==> config.mk <==
export PLATFORM = sky130hd
export DESIGN_NAME = tmra_timer
export DESIGN_NICKNAME = d
export VERILOG_FILES = /design/src/design/tmra_pkg.sv /design/src/design/tmra_edge.sv /design/src/design/tmra_prescaler.sv /design/src/design/tmra_timer.sv
export VERILOG_INCLUDE_DIRS = /design/src /design/src/design
export SDC_FILE = /design/constraint.sdc
export NUM_CORES = 1
export LEC_CHECK = 0
export BUFFER_PORTS_ARGS = -buffer_cell sky130_fd_sc_hd__buf_2
export CAP_MARGIN = 40
export CORE_UTILIZATION = 57
export DETAILED_ROUTE_END_ITERATION = 7
export GPL_TIMING_DRIVEN = 1
export PLACE_DENSITY = 0.81
export SLEW_MARGIN = 25
export SYNTH_ARGS = -nofsm -noshare
export SYNTH_HDL_FRONTEND = slang
export SYNTH_SLANG_ARGS = --single-unit
==> constraint.sdc <==
create_clock -name clk_in -period 3.1 [get_ports clk_in]
set_input_delay 0 -clock clk_in [delete_from_list [all_inputs] [get_ports clk_in]]
set_output_delay 0 -clock clk_in [all_outputs]
set_load 0.02 [all_outputs]
==> src/design/tmra_defines.svh <==
// Register offsets, field positions, reset values and timing counts of the 16-bit timer.
// Assumes inclusion by the package and design files; definitions only.
// What this block does
// - One 16-bit counter counts in synchronous internal, internal gated, synchronous external or asynchronous external mode.
// - Control bit 15 runs the timer when one and stops it when zero.
// - Control bit 13 halts the timer in Idle when one, and lets it run in Idle when zero.
// - Control bit 12 drops count writes while an asynchronous write is pending, else writes go back to back.
// - Control bit 11 reads one while an asynchronous count write is in progress and always zero in synchronous mode.
// - Control bit 7 enables gated counting with the internal source and does nothing with the external source.
// - Control bits 5 to 4 divide the counting clock by 1, 8, 64 or 256.
// - Control bit 2 synchronises the external clock when one and bypasses the synchroniser when zero, external source only.
// - Control bit 1 selects the external clock pin when one and the internal clock when zero.
// - Unimplemented control bits read zero and all implemented control bits reset to zero.
// - The timer keeps working in Idle while control bit 13 is zero, and in Sleep only in asynchronous external mode.
// - The control, count and period registers have clear, set and invert aliases acting only on bits written as one.
`ifndef TMRA_DEFINES_SVH
`define TMRA_DEFINES_SVH

`define TMRA_OFF_CTRL    12'h000
`define TMRA_OFF_COUNT   12'h010
`define TMRA_OFF_PERIOD  12'h020
`define TMRA_OFF_STATUS  12'h030
`define TMRA_ALIAS_CLR   2'h1
`define TMRA_ALIAS_SET   2'h2
`define TMRA_ALIAS_INV   2'h3

`define TMRA_BIT_ON      15
`define TMRA_BIT_IDLE_STOP 13
`define TMRA_BIT_WDIS    12
`define TMRA_BIT_WIP     11
`define TMRA_BIT_GATE    7
`define TMRA_BIT_PS_HI   5
`define TMRA_BIT_PS_LO   4
`define TMRA_BIT_SYNC    2
`define TMRA_BIT_CS      1
`define TMRA_CTRL_WMASK  32'h0000_b0b6

`define TMRA_CTRL_RST    32'h0000_0000
`define TMRA_COUNT_RST   16'h0000
`define TMRA_PERIOD_RST  16'hffff

`define TMRA_PS_DIV1     8'h00
`define TMRA_PS_DIV8     8'h07
`define TMRA_PS_DIV64    8'h3f
`define TMRA_PS_DIV256   8'hff
`define TMRA_AWRITE_CYC  3'h3

`endif

==> src/design/tmra_pkg.sv <==
// Types shared by the 16-bit timer design files.
// Assumes the defines header sits beside it.
`include "tmra_defines.svh"
package tmra_pkg;
    typedef struct packed {
        logic [31:0] haddr;
        logic [1:0]  htrans;
        logic        hwrite;
        logic [2:0]  hsize;
        logic        hsel;
        logic        hready;
    } tmra_ahb_req_t;

    typedef struct packed {
        logic        run_en;
        logic        idle_stop;
        logic        async_write_block;
        logic        gate_accumulate_en;
        logic [1:0]  prescale_select;
        logic        ext_clock_sync_en;
        logic        clock_source_select;
    } tmra_ctrl_t;

    typedef enum logic [2:0] {
        TMRA_W_IDLE = 3'b001,
        TMRA_W_BUSY = 3'b010,
        TMRA_W_DONE = 3'b100
    } tmra_wstate_t;
endpackage : tmra_pkg

==> src/design/tmra_edge.sv <==
// Rising and falling edge detector with an optional two-stage synchroniser.
// Assumes a single clock; the raw path is for inputs already in this domain.
`timescale 1ns/1ns
module tmra_edge (
    input  wire logic clk_in,
    input  wire logic rst_in,
    input  wire logic sig_in,
    input  wire logic sync_en_in,
    output logic      level_out,
    output logic      rise_out,
    output logic      fall_out
);
    import tmra_pkg::*;
    typedef struct packed {
        logic s1;
        logic s2;
        logic last;
    } tmra_edge_st_t;
    tmra_edge_st_t st_q;
    tmra_edge_st_t st_d;
    logic          cur;

    always_comb begin
        st_d      = st_q;
        st_d.s1   = sig_in;
        st_d.s2   = st_q.s1;
        cur       = sync_en_in ? st_q.s2 : sig_in;
        st_d.last = cur;
    end

    always_ff @(posedge clk_in) begin
        if (rst_in) begin
            st_q <= '0;
        end else begin
            st_q <= st_d;
        end
    end

    assign level_out = cur;
    assign rise_out  = cur & ~st_q.last;
    assign fall_out  = ~cur & st_q.last;
endmodule : tmra_edge

==> src/design/tmra_prescaler.sv <==
// Prescaler: one tick out per 1, 8, 64 or 256 input events.
// Assumes events are one-cycle pulses in the single clock domain.
`timescale 1ns/1ns
`include "tmra_defines.svh"
module tmra_prescaler (
    input  wire logic       clk_in,
    input  wire logic       rst_in,
    input  wire logic       clear_in,
    input  wire logic [1:0] select_in,
    input  wire logic       event_in,
    output logic            tick_out
);
    import tmra_pkg::*;
    typedef struct packed {
        logic [7:0] cnt;
    } tmra_ps_st_t;
    tmra_ps_st_t st_q;
    tmra_ps_st_t st_d;
    logic [7:0]  limit;

    always_comb begin
        case (select_in)
            2'h0:    limit = `TMRA_PS_DIV1;
            2'h1:    limit = `TMRA_PS_DIV8;
            2'h2:    limit = `TMRA_PS_DIV64;
            default: limit = `TMRA_PS_DIV256;
        endcase
        st_d     = st_q;
        tick_out = 1'b0;
        if (clear_in) begin
            st_d.cnt = 8'h00;
        end else if (event_in) begin
            if (st_q.cnt >= limit) begin
                st_d.cnt = 8'h00;
                tick_out = 1'b1;
            end else begin
                st_d.cnt = st_q.cnt + 8'h01;
            end
        end
    end

    always_ff @(posedge clk_in) begin
        if (rst_in) begin
            st_q <= '0;
        end else begin
            st_q <= st_d;
        end
    end

    div1_tick_a: assert property (@(posedge clk_in) disable iff (rst_in)
        (select_in == 2'h0 && event_in && !clear_in) |-> tick_out)
        else $error("Divide by one missed a tick");
endmodule : tmra_prescaler

==> src/design/tmra_timer.sv <==
// 16-bit type A timer with control, count, period and status registers on AHB-Lite.
// Assumes a single 100 MHz clock; external pin, gate and power-mode levels arrive synchronous to it.
`timescale 1ns/1ns
`include "tmra_defines.svh"
module tmra_timer (
    input  wire logic        clk_in,
    input  wire logic        rst_in,
    input  wire logic        hsel_in,
    input  wire logic [31:0] haddr_in,
    input  wire logic [1:0]  htrans_in,
    input  wire logic        hwrite_in,
    input  wire logic [2:0]  hsize_in,
    input  wire logic [31:0] hwdata_in,
    input  wire logic        hready_in,
    output logic [31:0]      hrdata_out,
    output logic             hreadyout_out,
    output logic             hresp_out,
    input  wire logic        ext_clock_pin_in,
    input  wire logic        gate_in,
    input  wire logic        idle_mode_in,
    input  wire logic        sleep_mode_in,
    output logic             period_flag_out,
    output logic [15:0]      count_out
);
    import tmra_pkg::*;

    typedef struct packed {
        tmra_ahb_req_t ap;
        tmra_ctrl_t    ctrl;
        logic [15:0]   count;
        logic [15:0]   period;
        logic [15:0]   wdata;
        tmra_wstate_t  wst;
        logic [2:0]    wcnt;
        logic          flag;
        logic          flag_out;
        logic [31:0]   rdata;
    } tmra_st_t;

    tmra_st_t    st_q;
    tmra_st_t    st_d;
    logic        wr_phase;
    logic        rd_now;
    logic [11:0] off;
    logic [1:0]  alias_sel;
    logic [31:0] ctrl_word;
    logic        async_mode;
    logic        ext_lvl;
    logic        ext_rise;
    logic        gate_lvl;
    logic        gate_fall;
    logic        src_event;
    logic        tick;
    logic        halted;
    logic        count_wr;
    logic [31:0] new_val;
    logic [31:0] cur_val;

    // Register word assembly; unimplemented bits stay zero
    always_comb begin
        ctrl_word                  = `TMRA_CTRL_RST;
        ctrl_word[`TMRA_BIT_ON]    = st_q.ctrl.run_en;
        ctrl_word[`TMRA_BIT_IDLE_STOP] = st_q.ctrl.idle_stop;
        ctrl_word[`TMRA_BIT_WDIS]  = st_q.ctrl.async_write_block;
        ctrl_word[`TMRA_BIT_WIP]   = async_mode && (st_q.wst != TMRA_W_IDLE);
        ctrl_word[`TMRA_BIT_GATE]  = st_q.ctrl.gate_accumulate_en;
        ctrl_word[`TMRA_BIT_PS_HI:`TMRA_BIT_PS_LO] = st_q.ctrl.prescale_select;
        ctrl_word[`TMRA_BIT_SYNC]  = st_q.ctrl.ext_clock_sync_en;
        ctrl_word[`TMRA_BIT_CS]    = st_q.ctrl.clock_source_select;
    end

    // Asynchronous mode: external source with synchroniser bypassed
    assign async_mode = st_q.ctrl.clock_source_select & ~st_q.ctrl.ext_clock_sync_en;

    tmra_edge u_ext_edge (
        .clk_in     (clk_in),
        .rst_in     (rst_in),
        .sig_in     (ext_clock_pin_in),
        .sync_en_in (st_q.ctrl.ext_clock_sync_en),
        .level_out  (ext_lvl),
        .rise_out   (ext_rise),
        .fall_out   ()
    );

    tmra_edge u_gate_edge (
        .clk_in     (clk_in),
        .rst_in     (rst_in),
        .sig_in     (gate_in),
        .sync_en_in (1'b0),
        .level_out  (gate_lvl),
        .rise_out   (),
        .fall_out   (gate_fall)
    );

    // Idle stop; sleep stops internal and synchronised external counting, async pin counting goes on
    always_comb begin
        halted = ~st_q.ctrl.run_en;
        if (idle_mode_in && st_q.ctrl.idle_stop) begin
            halted = 1'b1;
        end
        if (sleep_mode_in && !async_mode) begin
            halted = 1'b1;
        end
    end

    // Source selection
    always_comb begin
        if (st_q.ctrl.clock_source_select) begin
            src_event = ext_rise;
        end else if (st_q.ctrl.gate_accumulate_en) begin
            src_event = gate_lvl;
        end else begin
            src_event = 1'b1;
        end
        src_event = src_event & ~halted;
    end

    tmra_prescaler u_ps (
        .clk_in    (clk_in),
        .rst_in    (rst_in),
        .clear_in  (~st_q.ctrl.run_en),
        .select_in (st_q.ctrl.prescale_select),
        .event_in  (src_event),
        .tick_out  (tick)
    );

    assign wr_phase  = st_q.ap.hsel & st_q.ap.htrans[1] & st_q.ap.hwrite;
    assign off       = {st_q.ap.haddr[11:4], 4'h0};
    assign alias_sel = st_q.ap.haddr[3:2];
    assign rd_now    = hsel_in & hready_in & htrans_in[1] & ~hwrite_in;

    // Alias operation on the addressed register
    always_comb begin
        case (off)
            `TMRA_OFF_CTRL:   cur_val = ctrl_word;
            `TMRA_OFF_COUNT:  cur_val = {16'h0000, st_q.count};
            `TMRA_OFF_PERIOD: cur_val = {16'h0000, st_q.period};
            default:          cur_val = 32'h0000_0000;
        endcase
        case (alias_sel)
            `TMRA_ALIAS_CLR: new_val = cur_val & ~hwdata_in;
            `TMRA_ALIAS_SET: new_val = cur_val | hwdata_in;
            `TMRA_ALIAS_INV: new_val = cur_val ^ hwdata_in;
            default:         new_val = hwdata_in;
        endcase
    end

    // Count write dropped only when blocking and a write is still pending
    assign count_wr = wr_phase && (off == `TMRA_OFF_COUNT) &&
                      !(st_q.ctrl.async_write_block && st_q.wst != TMRA_W_IDLE);

    always_comb begin
        st_d = st_q;
        if (hready_in) begin
            st_d.ap = '{haddr: haddr_in, htrans: htrans_in, hwrite: hwrite_in,
                        hsize: hsize_in, hsel: hsel_in, hready: hready_in};
        end
        if (wr_phase && off == `TMRA_OFF_CTRL) begin
            st_d.ctrl.run_en              = new_val[`TMRA_BIT_ON];
            st_d.ctrl.idle_stop           = new_val[`TMRA_BIT_IDLE_STOP];
            st_d.ctrl.async_write_block   = new_val[`TMRA_BIT_WDIS];
            st_d.ctrl.gate_accumulate_en  = new_val[`TMRA_BIT_GATE];
            st_d.ctrl.prescale_select     = new_val[`TMRA_BIT_PS_HI:`TMRA_BIT_PS_LO];
            st_d.ctrl.ext_clock_sync_en   = new_val[`TMRA_BIT_SYNC];
            st_d.ctrl.clock_source_select = new_val[`TMRA_BIT_CS];
        end
        if (wr_phase && off == `TMRA_OFF_PERIOD) begin
            st_d.period = new_val[15:0];
        end
        if (wr_phase && off == `TMRA_OFF_STATUS && hwdata_in[0]) begin
            st_d.flag = 1'b0;
        end
        // Counting; match wraps to zero on the following tick
        if (tick) begin
            if (st_q.count == st_q.period) begin
                st_d.count = 16'h0000;
                st_d.flag  = 1'b1;
            end else begin
                st_d.count = st_q.count + 16'h0001;
            end
        end
        if (gate_fall && st_q.ctrl.gate_accumulate_en && !st_q.ctrl.clock_source_select && !halted) begin
            st_d.flag = 1'b1;
        end
        // Count writes: immediate in sync mode, delayed handoff in async mode
        case (st_q.wst)
            TMRA_W_IDLE: begin
                if (count_wr && async_mode) begin
                    st_d.wdata = new_val[15:0];
                    st_d.wcnt  = `TMRA_AWRITE_CYC;
                    st_d.wst   = TMRA_W_BUSY;
                end else if (count_wr) begin
                    st_d.count = new_val[15:0];
                end
            end
            TMRA_W_BUSY: begin
                if (count_wr) begin
                    st_d.wdata = new_val[15:0];
                    st_d.wcnt  = `TMRA_AWRITE_CYC;
                end else if (st_q.wcnt == 3'h1) begin
                    st_d.wst = TMRA_W_DONE;
                end else begin
                    st_d.wcnt = st_q.wcnt - 3'h1;
                end
            end
            TMRA_W_DONE: begin
                st_d.count = st_q.wdata;
                st_d.wst   = TMRA_W_IDLE;
                // A write arriving as the last one lands is taken unless control bit 12 blocks it
                if (count_wr && async_mode) begin
                    st_d.wdata = new_val[15:0];
                    st_d.wcnt  = `TMRA_AWRITE_CYC;
                    st_d.wst   = TMRA_W_BUSY;
                end else if (count_wr) begin
                    st_d.count = new_val[15:0];
                end
            end
            default: begin
                st_d.wst = TMRA_W_IDLE;
            end
        endcase
        if (!async_mode && st_q.wst == TMRA_W_BUSY && !count_wr) begin
            st_d.wst = TMRA_W_DONE;
        end
        st_d.flag_out = st_d.flag;
        if (rd_now) begin
            case ({haddr_in[11:4], 4'h0})
                `TMRA_OFF_CTRL:   st_d.rdata = ctrl_word;
                `TMRA_OFF_COUNT:  st_d.rdata = {16'h0000, st_q.count};
                `TMRA_OFF_PERIOD: st_d.rdata = {16'h0000, st_q.period};
                `TMRA_OFF_STATUS: st_d.rdata = {31'h0, st_q.flag};
                default:          st_d.rdata = 32'h0000_0000;
            endcase
        end
    end

    always_ff @(posedge clk_in) begin
        if (rst_in) begin
            st_q        <= '0;
            st_q.ctrl   <= '0;
            st_q.count  <= `TMRA_COUNT_RST;
            st_q.period <= `TMRA_PERIOD_RST;
            st_q.wst    <= TMRA_W_IDLE;
        end else begin
            st_q <= st_d;
        end
    end

    assign hrdata_out      = st_q.rdata;
    assign hreadyout_out   = 1'b1;
    assign hresp_out       = 1'b0;
    assign period_flag_out = st_q.flag_out;
    assign count_out       = st_q.count;

    stopped_hold_a: assert property (@(posedge clk_in) disable iff (rst_in)
        (!st_q.ctrl.run_en && st_q.wst == TMRA_W_IDLE && !wr_phase) |=> $stable(st_q.count))
        else $error("Count moved while timer off");
    off_quiet_a: assert property (@(posedge clk_in) disable iff (rst_in)
        !st_q.ctrl.run_en |-> !tick)
        else $error("Tick while timer off");
    idle_hold_a: assert property (@(posedge clk_in) disable iff (rst_in)
        (idle_mode_in && st_q.ctrl.idle_stop) |-> !tick)
        else $error("Tick during idle stop");
    blocked_hold_a: assert property (@(posedge clk_in) disable iff (rst_in)
        (st_q.ctrl.async_write_block && st_q.wst == TMRA_W_BUSY) |=> $stable(st_q.wdata))
        else $error("Blocked count write was taken");
    sync_write_a: assert property (@(posedge clk_in) disable iff (rst_in)
        (count_wr && !async_mode && st_q.wst == TMRA_W_IDLE) |=> (st_q.count == $past(new_val[15:0])))
        else $error("Sync count write not applied");
    wip_sync_a: assert property (@(posedge clk_in) disable iff (rst_in)
        !async_mode |-> !ctrl_word[`TMRA_BIT_WIP])
        else $error("Write pending shown in sync mode");
    async_write_a: assert property (@(posedge clk_in) disable iff (rst_in)
        (st_q.wst == TMRA_W_IDLE && count_wr && async_mode) |=> ctrl_word[`TMRA_BIT_WIP])
        else $error("Async write not marked pending");
    async_load_a: assert property (@(posedge clk_in) disable iff (rst_in)
        (st_q.wst == TMRA_W_DONE && !count_wr)
        |=> (st_q.count == $past(st_q.wdata) && !ctrl_word[`TMRA_BIT_WIP]))
        else $error("Async write did not complete");
    reserved_zero_a: assert property (@(posedge clk_in) disable iff (rst_in)
        (ctrl_word & ~(`TMRA_CTRL_WMASK | 32'h0000_0800)) == 32'h0)
        else $error("Reserved control bit set");
    wrap_zero_a: assert property (@(posedge clk_in) disable iff (rst_in)
        (tick && st_q.count == st_q.period && !count_wr && st_q.wst == TMRA_W_IDLE)
        |=> (st_q.count == 16'h0000 && st_q.flag))
        else $error("Period match did not wrap");
    gate_count_a: assert property (@(posedge clk_in) disable iff (rst_in)
        (st_q.ctrl.gate_accumulate_en && !st_q.ctrl.clock_source_select && !gate_lvl) |-> !tick)
        else $error("Gated count with gate low");
    gate_flag_a: assert property (@(posedge clk_in) disable iff (rst_in)
        (gate_fall && st_q.ctrl.gate_accumulate_en && !st_q.ctrl.clock_source_select && !halted) |=> st_q.flag)
        else $error("Gate fall did not set flag");
    ext_source_a: assert property (@(posedge clk_in) disable iff (rst_in)
        (st_q.ctrl.clock_source_select && !ext_rise) |-> !src_event)
        else $error("External mode counted without edge");
    sync_bypass_a: assert property (@(posedge clk_in) disable iff (rst_in)
        (st_q.ctrl.clock_source_select && !st_q.ctrl.ext_clock_sync_en) |-> (ext_lvl == ext_clock_pin_in))
        else $error("Unsynchronised pin path delayed");
    sync_delay_a: assert property (@(posedge clk_in) disable iff (rst_in)
        (st_q.ctrl.clock_source_select && st_q.ctrl.ext_clock_sync_en) |-> (ext_lvl == $past(ext_clock_pin_in, 2)))
        else $error("Synchronised pin path not two stages");
    sleep_async_a: assert property (@(posedge clk_in) disable iff (rst_in)
        (sleep_mode_in && async_mode && st_q.ctrl.run_en && !(idle_mode_in && st_q.ctrl.idle_stop))
        |-> (src_event == ext_rise))
        else $error("Async counting stopped in sleep");
    set_alias_a: assert property (@(posedge clk_in) disable iff (rst_in)
        (wr_phase && off == `TMRA_OFF_PERIOD && alias_sel == `TMRA_ALIAS_SET)
        |=> ((st_q.period & $past(hwdata_in[15:0])) == $past(hwdata_in[15:0])))
        else $error("Set alias missed bits");
endmodule : tmra_timer

==> results of run 1 <==
-- metrics by stage --
stage	std cells	worst slack, ns
after global routing	1039	0.0118
final	1039	0.132
after CTS	1039	0.228
after global placement	1007	0.298
after detailed placement	1010	0.273
after floorplan	867	0.257
-- logic make-up after synthesis --
group,count (synthesis),share of synthesized area (%)
buffers and inverters,161,11.7
AND/OR/NAND/NOR,272,18.2
AO/OA/AOI/OAI,165,16.5
other,2,0.107
XOR/XNOR,32,3.99
multiplexers,75,12.7
adder cells (fa/ha/maj),40,7.12
flip-flops,104,29.6
-- worst min-delay path, cell delays in order --
cell	delay, ns
buf_2	0.13
clkinv_1	0.14
nand2_1	0.06
-- power groups by stage --
stage               clock [mW]  sequential [mW]  combinational, mW
floorplan                    0             1.38              0.239
global placement             0             1.39              0.319
detailed placement           0             1.39              0.328
CTS                       1.11             1.36              0.342
global route              1.16             1.36              0.380
finish                    1.11             1.36              0.350
-- worst max-delay path by stage --
stage,depth (start not counted),end,start
final,10,count_out[15]$_SDFF_PP0_,off[5]$_SDFFE_PP0P_
after global routing,10,count_out[15]$_SDFF_PP0_,off[5]$_SDFFE_PP0P_
after CTS,10,count_out[15]$_SDFF_PP0_,off[5]$_SDFFE_PP0P_
after detailed placement,10,count_out[15]$_SDFF_PP0_,off[5]$_SDFFE_PP0P_
after global placement,9,count_out[5]$_SDFF_PP0_,off[8]$_SDFFE_PP0P_
after floorplan,10,count_out[7]$_SDFF_PP0_,off[5]$_SDFFE_PP0P_
-- Yosys cell counts, drive strengths merged, types with 10 or more instances --
library cell and count:
a21oi 43, a22oi 23, and3 11, buf 71, clkbuf 34, dfxtp 104, ha 40, inv 55
mux2i 60, mux4 11, nand2 85, nand4 11, nor2 95, nor2b 11, nor4 11, o21ai 28
o311ai 10, xnor2 23
-- state kept, by name, summed over array words and instances, names as in the netlist --
name / count
hrdata_out: 16
u_ext_edge.st_d: 1
count_out: 16
ctrl_word: 8
st_q: 41
u_ext_edge.st_q: 2
u_gate_edge.st_q: 1
period_flag_out: 1
alias_sel: 2
u_ps.st_q: 8
off: 8
-- layout make-up --
type / instances / area (sq um) / share of cell area, %
Sequential cell: 104 / 2080 / 27.2
Inverter: 56 / 210 / 2.74
Multi-Input combinational cell: 602 / 4180 / 54.6
Timing Repair Buffer: 114 / 723 / 9.43
Tap cell: 147 / 184 / 2.40
Clock inverter: 6 / 55.1 / 0.718
Clock buffer: 10 / 229 / 2.99
-- routing by layer --
metal / wire, um / up-vias / global-route usage, %
met1: 7860 / 2935 / 41.8
li1: - / 2965 / -
met2: 8440 / 370 / 46.8
met5: 0 / - / 0
met3: 1900 / 76 / 5.09
met4: 939 / 0 / 16.7
-- repair_timing --
action                                 in CTS  in global routing
gates resized for setup                     0                  0
endpoints found under the hold margin      14                  0
hold buffers                               13                  0
==> run metrics, run 1 <==
status complete, no violations; Reg power frac 48.2%; CTS max path bufs 2; worst hold slack 0.0178 ns; max cap viols 0; TritonRoute pass-1 iters 6; Pins Over Slew Limit 0; YS warnings 0; Comb pwr share 12.4%; RSZ-0062 raised after global routing no; Die Y 113 um; I/O Buffers 68; Worst EP required 3.34 ns; Cell Chain, Critical Path nor2b_1, buf_4, and2_0, o21ai_0, ha_1, mux2_2, a21oi_1, o32ai_1, a221oi_1, nor2_1; Hold Crit Depth 3; PD cells 368 nW/um^2; # Post-CTS Setup Buffers 0; Clk pin slew, worst setup/hold paths 0.07 ns; drt wl/cell 18.4 um; Clock power frac 39.4%; largest net degree at the start of global routing 78; Synth cell types 73; first-pass GRT wire length 30700 um; reg2reg end count_out[15]$_SDFF_PP0_; Fin Clk Skew 0.00788 ns; die area 12800 sq um; vias in the first global route 5911; ant diodes 0; cell taking the most area after synthesis dfxtp_1; core outline area 12000 sq um; Reg2Reg Depth 10; WS Path Type flip-flop to flip-flop; R2R Path Start off[5]$_SDFFE_PP0P_; Leak Pwr 3.46 nW; Vias/cell 6.11; Initial Utilization 58.5%; Worst-Skew Late Latency 0.36 ns; worst hold path class primary input to flip-flop; Post-synth EDFFs 0; Top Ports 129; Area after DPL 7250 sq um; flops & latches, synth 104; CP startpoint kind flip-flop; Max stage delay cell, worst path dfxtp_1; worst path bufs/invs 1; Die Width 113 um; Mapped Area 7030 sq um; DRT antenna net count 0; Sink Count 104; final hold vios 0; Internal Power 2.04 mW; total grt overflow 0; Synth top area share 29.6%; slowest stage delay, CP 0.58 ns; final core utilization 63.8%; fillers 1001; layout cells sized above 1 16.3%; CP Capture Type flip-flop; Layout Nets 1005; hold path startpoint rst_in; register area share after synthesis 29.6%; routed vias 6346; Clock Tree Root clkbuf_16; switching pwr 0.782 mW; CP max FO 11; First DRT Iteration DRCs 679; Layout area overhead 9.04%; CTS tree built; Mapped Avg Cell Area 8.26 sq um; Final setup viols 0; commonest non-fill, non-tap cell in the layout dfxtp_1; RD Place Congestion 0.940; Slew @ Worst Pin 0.830 ns; Sw Share 27.7%; GR Util All Layers 30.8%; total power 2.82 mW; IR drop worst, VDD 0.249 mV; DRC violations left 0; Crit path max-delay family compound AO/OA/AOI/OAI gates; final instance area 7670 sq um; initial antenna violation count 0; Mapped Cells 851; Arr. time, crit path 3.21 ns; ranking of synthesized cells by area dfxtp_1, mux2i_1, ha_1, buf_4, nor2_1; relative slew slack 44.7%; post-route setup TNS 0 ns; post-layout min period 2.97 ns; most frequent cells in the layout dfxtp_1, nor2_1, nand2_1; FFs w/ async S/R, synth 0%; Max Fclk 0.337 GHz; dpl hpwl 13700 um; htree depth 3; Top FF cell, synth dfxtp_1; FP Rows 40; fin crit share 95.7%; R2R Setup Slk 0.13 ns; WHS Endpoint st_q[70]$_SDFFE_PP1P_; Post-Route WL 19100 um; CTS buffer count 9
Note: power is estimated with default switching activity, not from simulation.
==> run 2, diff against run 1 <==
- BUFFER_PORTS_ARGS: -buffer_cell sky130_fd_sc_hd__buf_2 -> -buffer_cell sky130_fd_sc_hd__clkbuf_2
- CAP_MARGIN: 40 -> unset
- CTS_CLUSTER_DIAMETER: unset -> 200
==> run 2 against run 1 <==
  * Worst hold slack improved by 0.11 ns
  * Critical path depth did not move
  * Combinational power barely moved
  * Die area did not move
  * Utilization rose by 0.083 points
  * Clock power barely moved
  * Sequential cell count did not move
  * Via count rose by 0.17%
  * Sequential share of layout area barely moved
  * First-iteration DRC count rose by 16%
  * Clock-buffer cell count did not move
  * Non-clock buffer count fell by 2
  * Critical path type unchanged
==> run metrics, run 2 (synthesis results as in run 1) <==
Clock Tree Root clkbuf_16; initial antenna violation count 0; CTS tree built; die area 12800 sq um; setup ws final 0.232 ns; CTS buffer count 9; worst hold path class primary input to flip-flop; Worst-Skew Late Latency 0.36 ns; DRC violations left 0; Sink Count 104; Biggest register st_q; RSZ-0062 raised after global routing no; max cap viols 0; Fin Clk Skew 0.0127 ns; largest net degree at the start of global routing 63; IR drop worst, VDD 0.255 mV; Clk pin slew, worst setup/hold paths 0.08 ns; layout cells sized above 1 16.6%; slowest stage delay, CP 0.40 ns; ant diodes 0; commonest non-fill, non-tap cell in the layout dfxtp_1; routed vias 6357; relative slew slack 35.1%; hold path startpoint haddr_in[4]; Layout Nets 1003; Arr. time, crit path 3.12 ns; Die Width 113 um; post-route setup TNS 0 ns; Reg2Reg Depth 10; First DRT Iteration DRCs 790; total grt overflow 0; Die Y 113 um; GR Util All Layers 30.9%; FP Rows 40; WHS Endpoint off[4]$_SDFFE_PP0P_; Max Fclk 0.349 GHz; Worst EP required 3.35 ns; status complete, no violations; Slew @ Worst Pin 0.973 ns; CP Capture Type flip-flop; TritonRoute pass-1 iters 8; Initial Utilization 58.5%; Hold Crit Depth 3; worst path bufs/invs 1; fin crit share 92.5%; post-layout min period 2.87 ns; PD cells 370 nW/um^2; htree depth 3; Crit path max-delay family compound AO/OA/AOI/OAI gates; final hold vios 0; drt wl/cell 18.9 um; DRT antenna net count 0; CP max FO 12; Cell Chain, Critical Path nor4_4, and2_1, buf_4, o21ai_0, ha_1, mux2_2, a21oi_1, o32ai_1, a221oi_1, nor2_1; Leak Pwr 3.43 nW; Top Ports 129; R2R Path Start off[8]$_SDFFE_PP0P_; RD Place Congestion 0.966; final core utilization 63.9%; final instance area 7680 sq um; Post-Place Setup Slack 0.202 ns; Post-Route WL 19600 um; first-pass GRT wire length 30800 um; I/O Buffers 68; Pins Over Slew Limit 0; vias in the first global route 5811; CP startpoint kind flip-flop; WS Path Type flip-flop to flip-flop; Final setup viols 0; dpl hpwl 14000 um; Max stage delay cell, worst path nor4_4; R2R Setup Slk 0.23 ns; most frequent cells in the layout dfxtp_1, nor2_1, nand2_1; Vias/cell 6.13; CTS max path bufs 2; core outline area 12000 sq um; max reg flops 41; Layout area overhead 9.18%; Area after DPL 7240 sq um; reg2reg end count_out[15]$_SDFF_PP0_
[run 2: cell types whose count changed in the layout (fill, tap and decap cells not counted), sizes merged]
cell / previous run / this run
buf: 101 / 31
clkbuf: 10 / 78
clkinv: 5 / 2
clkinvlp: 1 / 2
inv: 56 / 58
[run 2: where the power goes]
part | internal [mW] | total, mW | leakage, nW | switching [mW]
Sequential | 1.35 | 1.36 | 0.842 | 0.0172
Clock | 0.577 | 1.13 | 0.136 | 0.550
Combinational | 0.132 | 0.348 | 2.45 | 0.216
Total | 2.06 | 2.84 | 3.43 | 0.784
[run 2: worst reg2reg max path, delay by kind of cell (launching register included)]
kind                       cells  cell delay, ns
buffers and inverters          1            0.21
AOI/OAI and AO/OA              4            0.88
and+or+nand+nor                3            0.73
DFF                            1            0.34
muxes                          1            0.27
adders and majority gates      1            0.33
[run 2: layout make-up]
| cell class | count | area [sq um] |
|---|---|---|
| sequential | 104 | 2080 |
| timing repair buffer | 112 | 703 |
| tap | 147 | 184 |
| clock inverter | 6 | 50.0 |
| multi-input combinational | 602 | 4210 |
| inverter | 56 | 210 |
| fill | 1009 | 4340 |
| clock buffer | 10 | 239 |
[run 2: worst max-delay path by stage]
stage | to | slack (ns) | cells past startpoint | from
final | count_out[15]$_SDFF_PP0_ | 0.23 | 10 | off[8]$_SDFFE_PP0P_
after global routing | count_out[11]$_SDFF_PP0_ | 0.03 | 11 | off[8]$_SDFFE_PP0P_
after CTS | count_out[13]$_SDFF_PP0_ | 0.19 | 10 | off[5]$_SDFFE_PP0P_
after detailed placement | count_out[13]$_SDFF_PP0_ | 0.20 | 10 | off[5]$_SDFFE_PP0P_
after global placement | count_out[13]$_SDFF_PP0_ | 0.23 | 10 | off[5]$_SDFFE_PP0P_
after floorplan | count_out[7]$_SDFF_PP0_ | 0.26 | 10 | off[5]$_SDFFE_PP0P_
[run 2: what timing repair did]
| action | 4_1_cts | 5_1_grt |
|---|---|---|
| resized for setup | 0 | 4 |
| hold buffers | 13 | 0 |
| buffers inserted | 0 | 0 |
| hold endpoints to repair | 14 | 0 |
| setup endpoints to repair | 0 | 4 |
[run 2: per-stage QoR]
step	power, mW	cells	hold WS (ns)
2_1_floorplan	1.62	867	0.128
3_3_place_gp	1.70	1008	0.239
3_5_place_dp	1.72	1008	0.242
4_1_cts	2.83	1037	0.120
5_1_grt	2.92	1037	0.150
6_report	2.84	1037	0.127
[run 2: metal layers]
layer  vias to the layer above  track usage, %  part of all wire, %
met4                         0            15.9                  4.4
met3                        70            4.98                   10
met5                         -               0                    0
li1                       2971               -                    -
met1                      2927            42.4                   40
met2                       389            47.0                   45
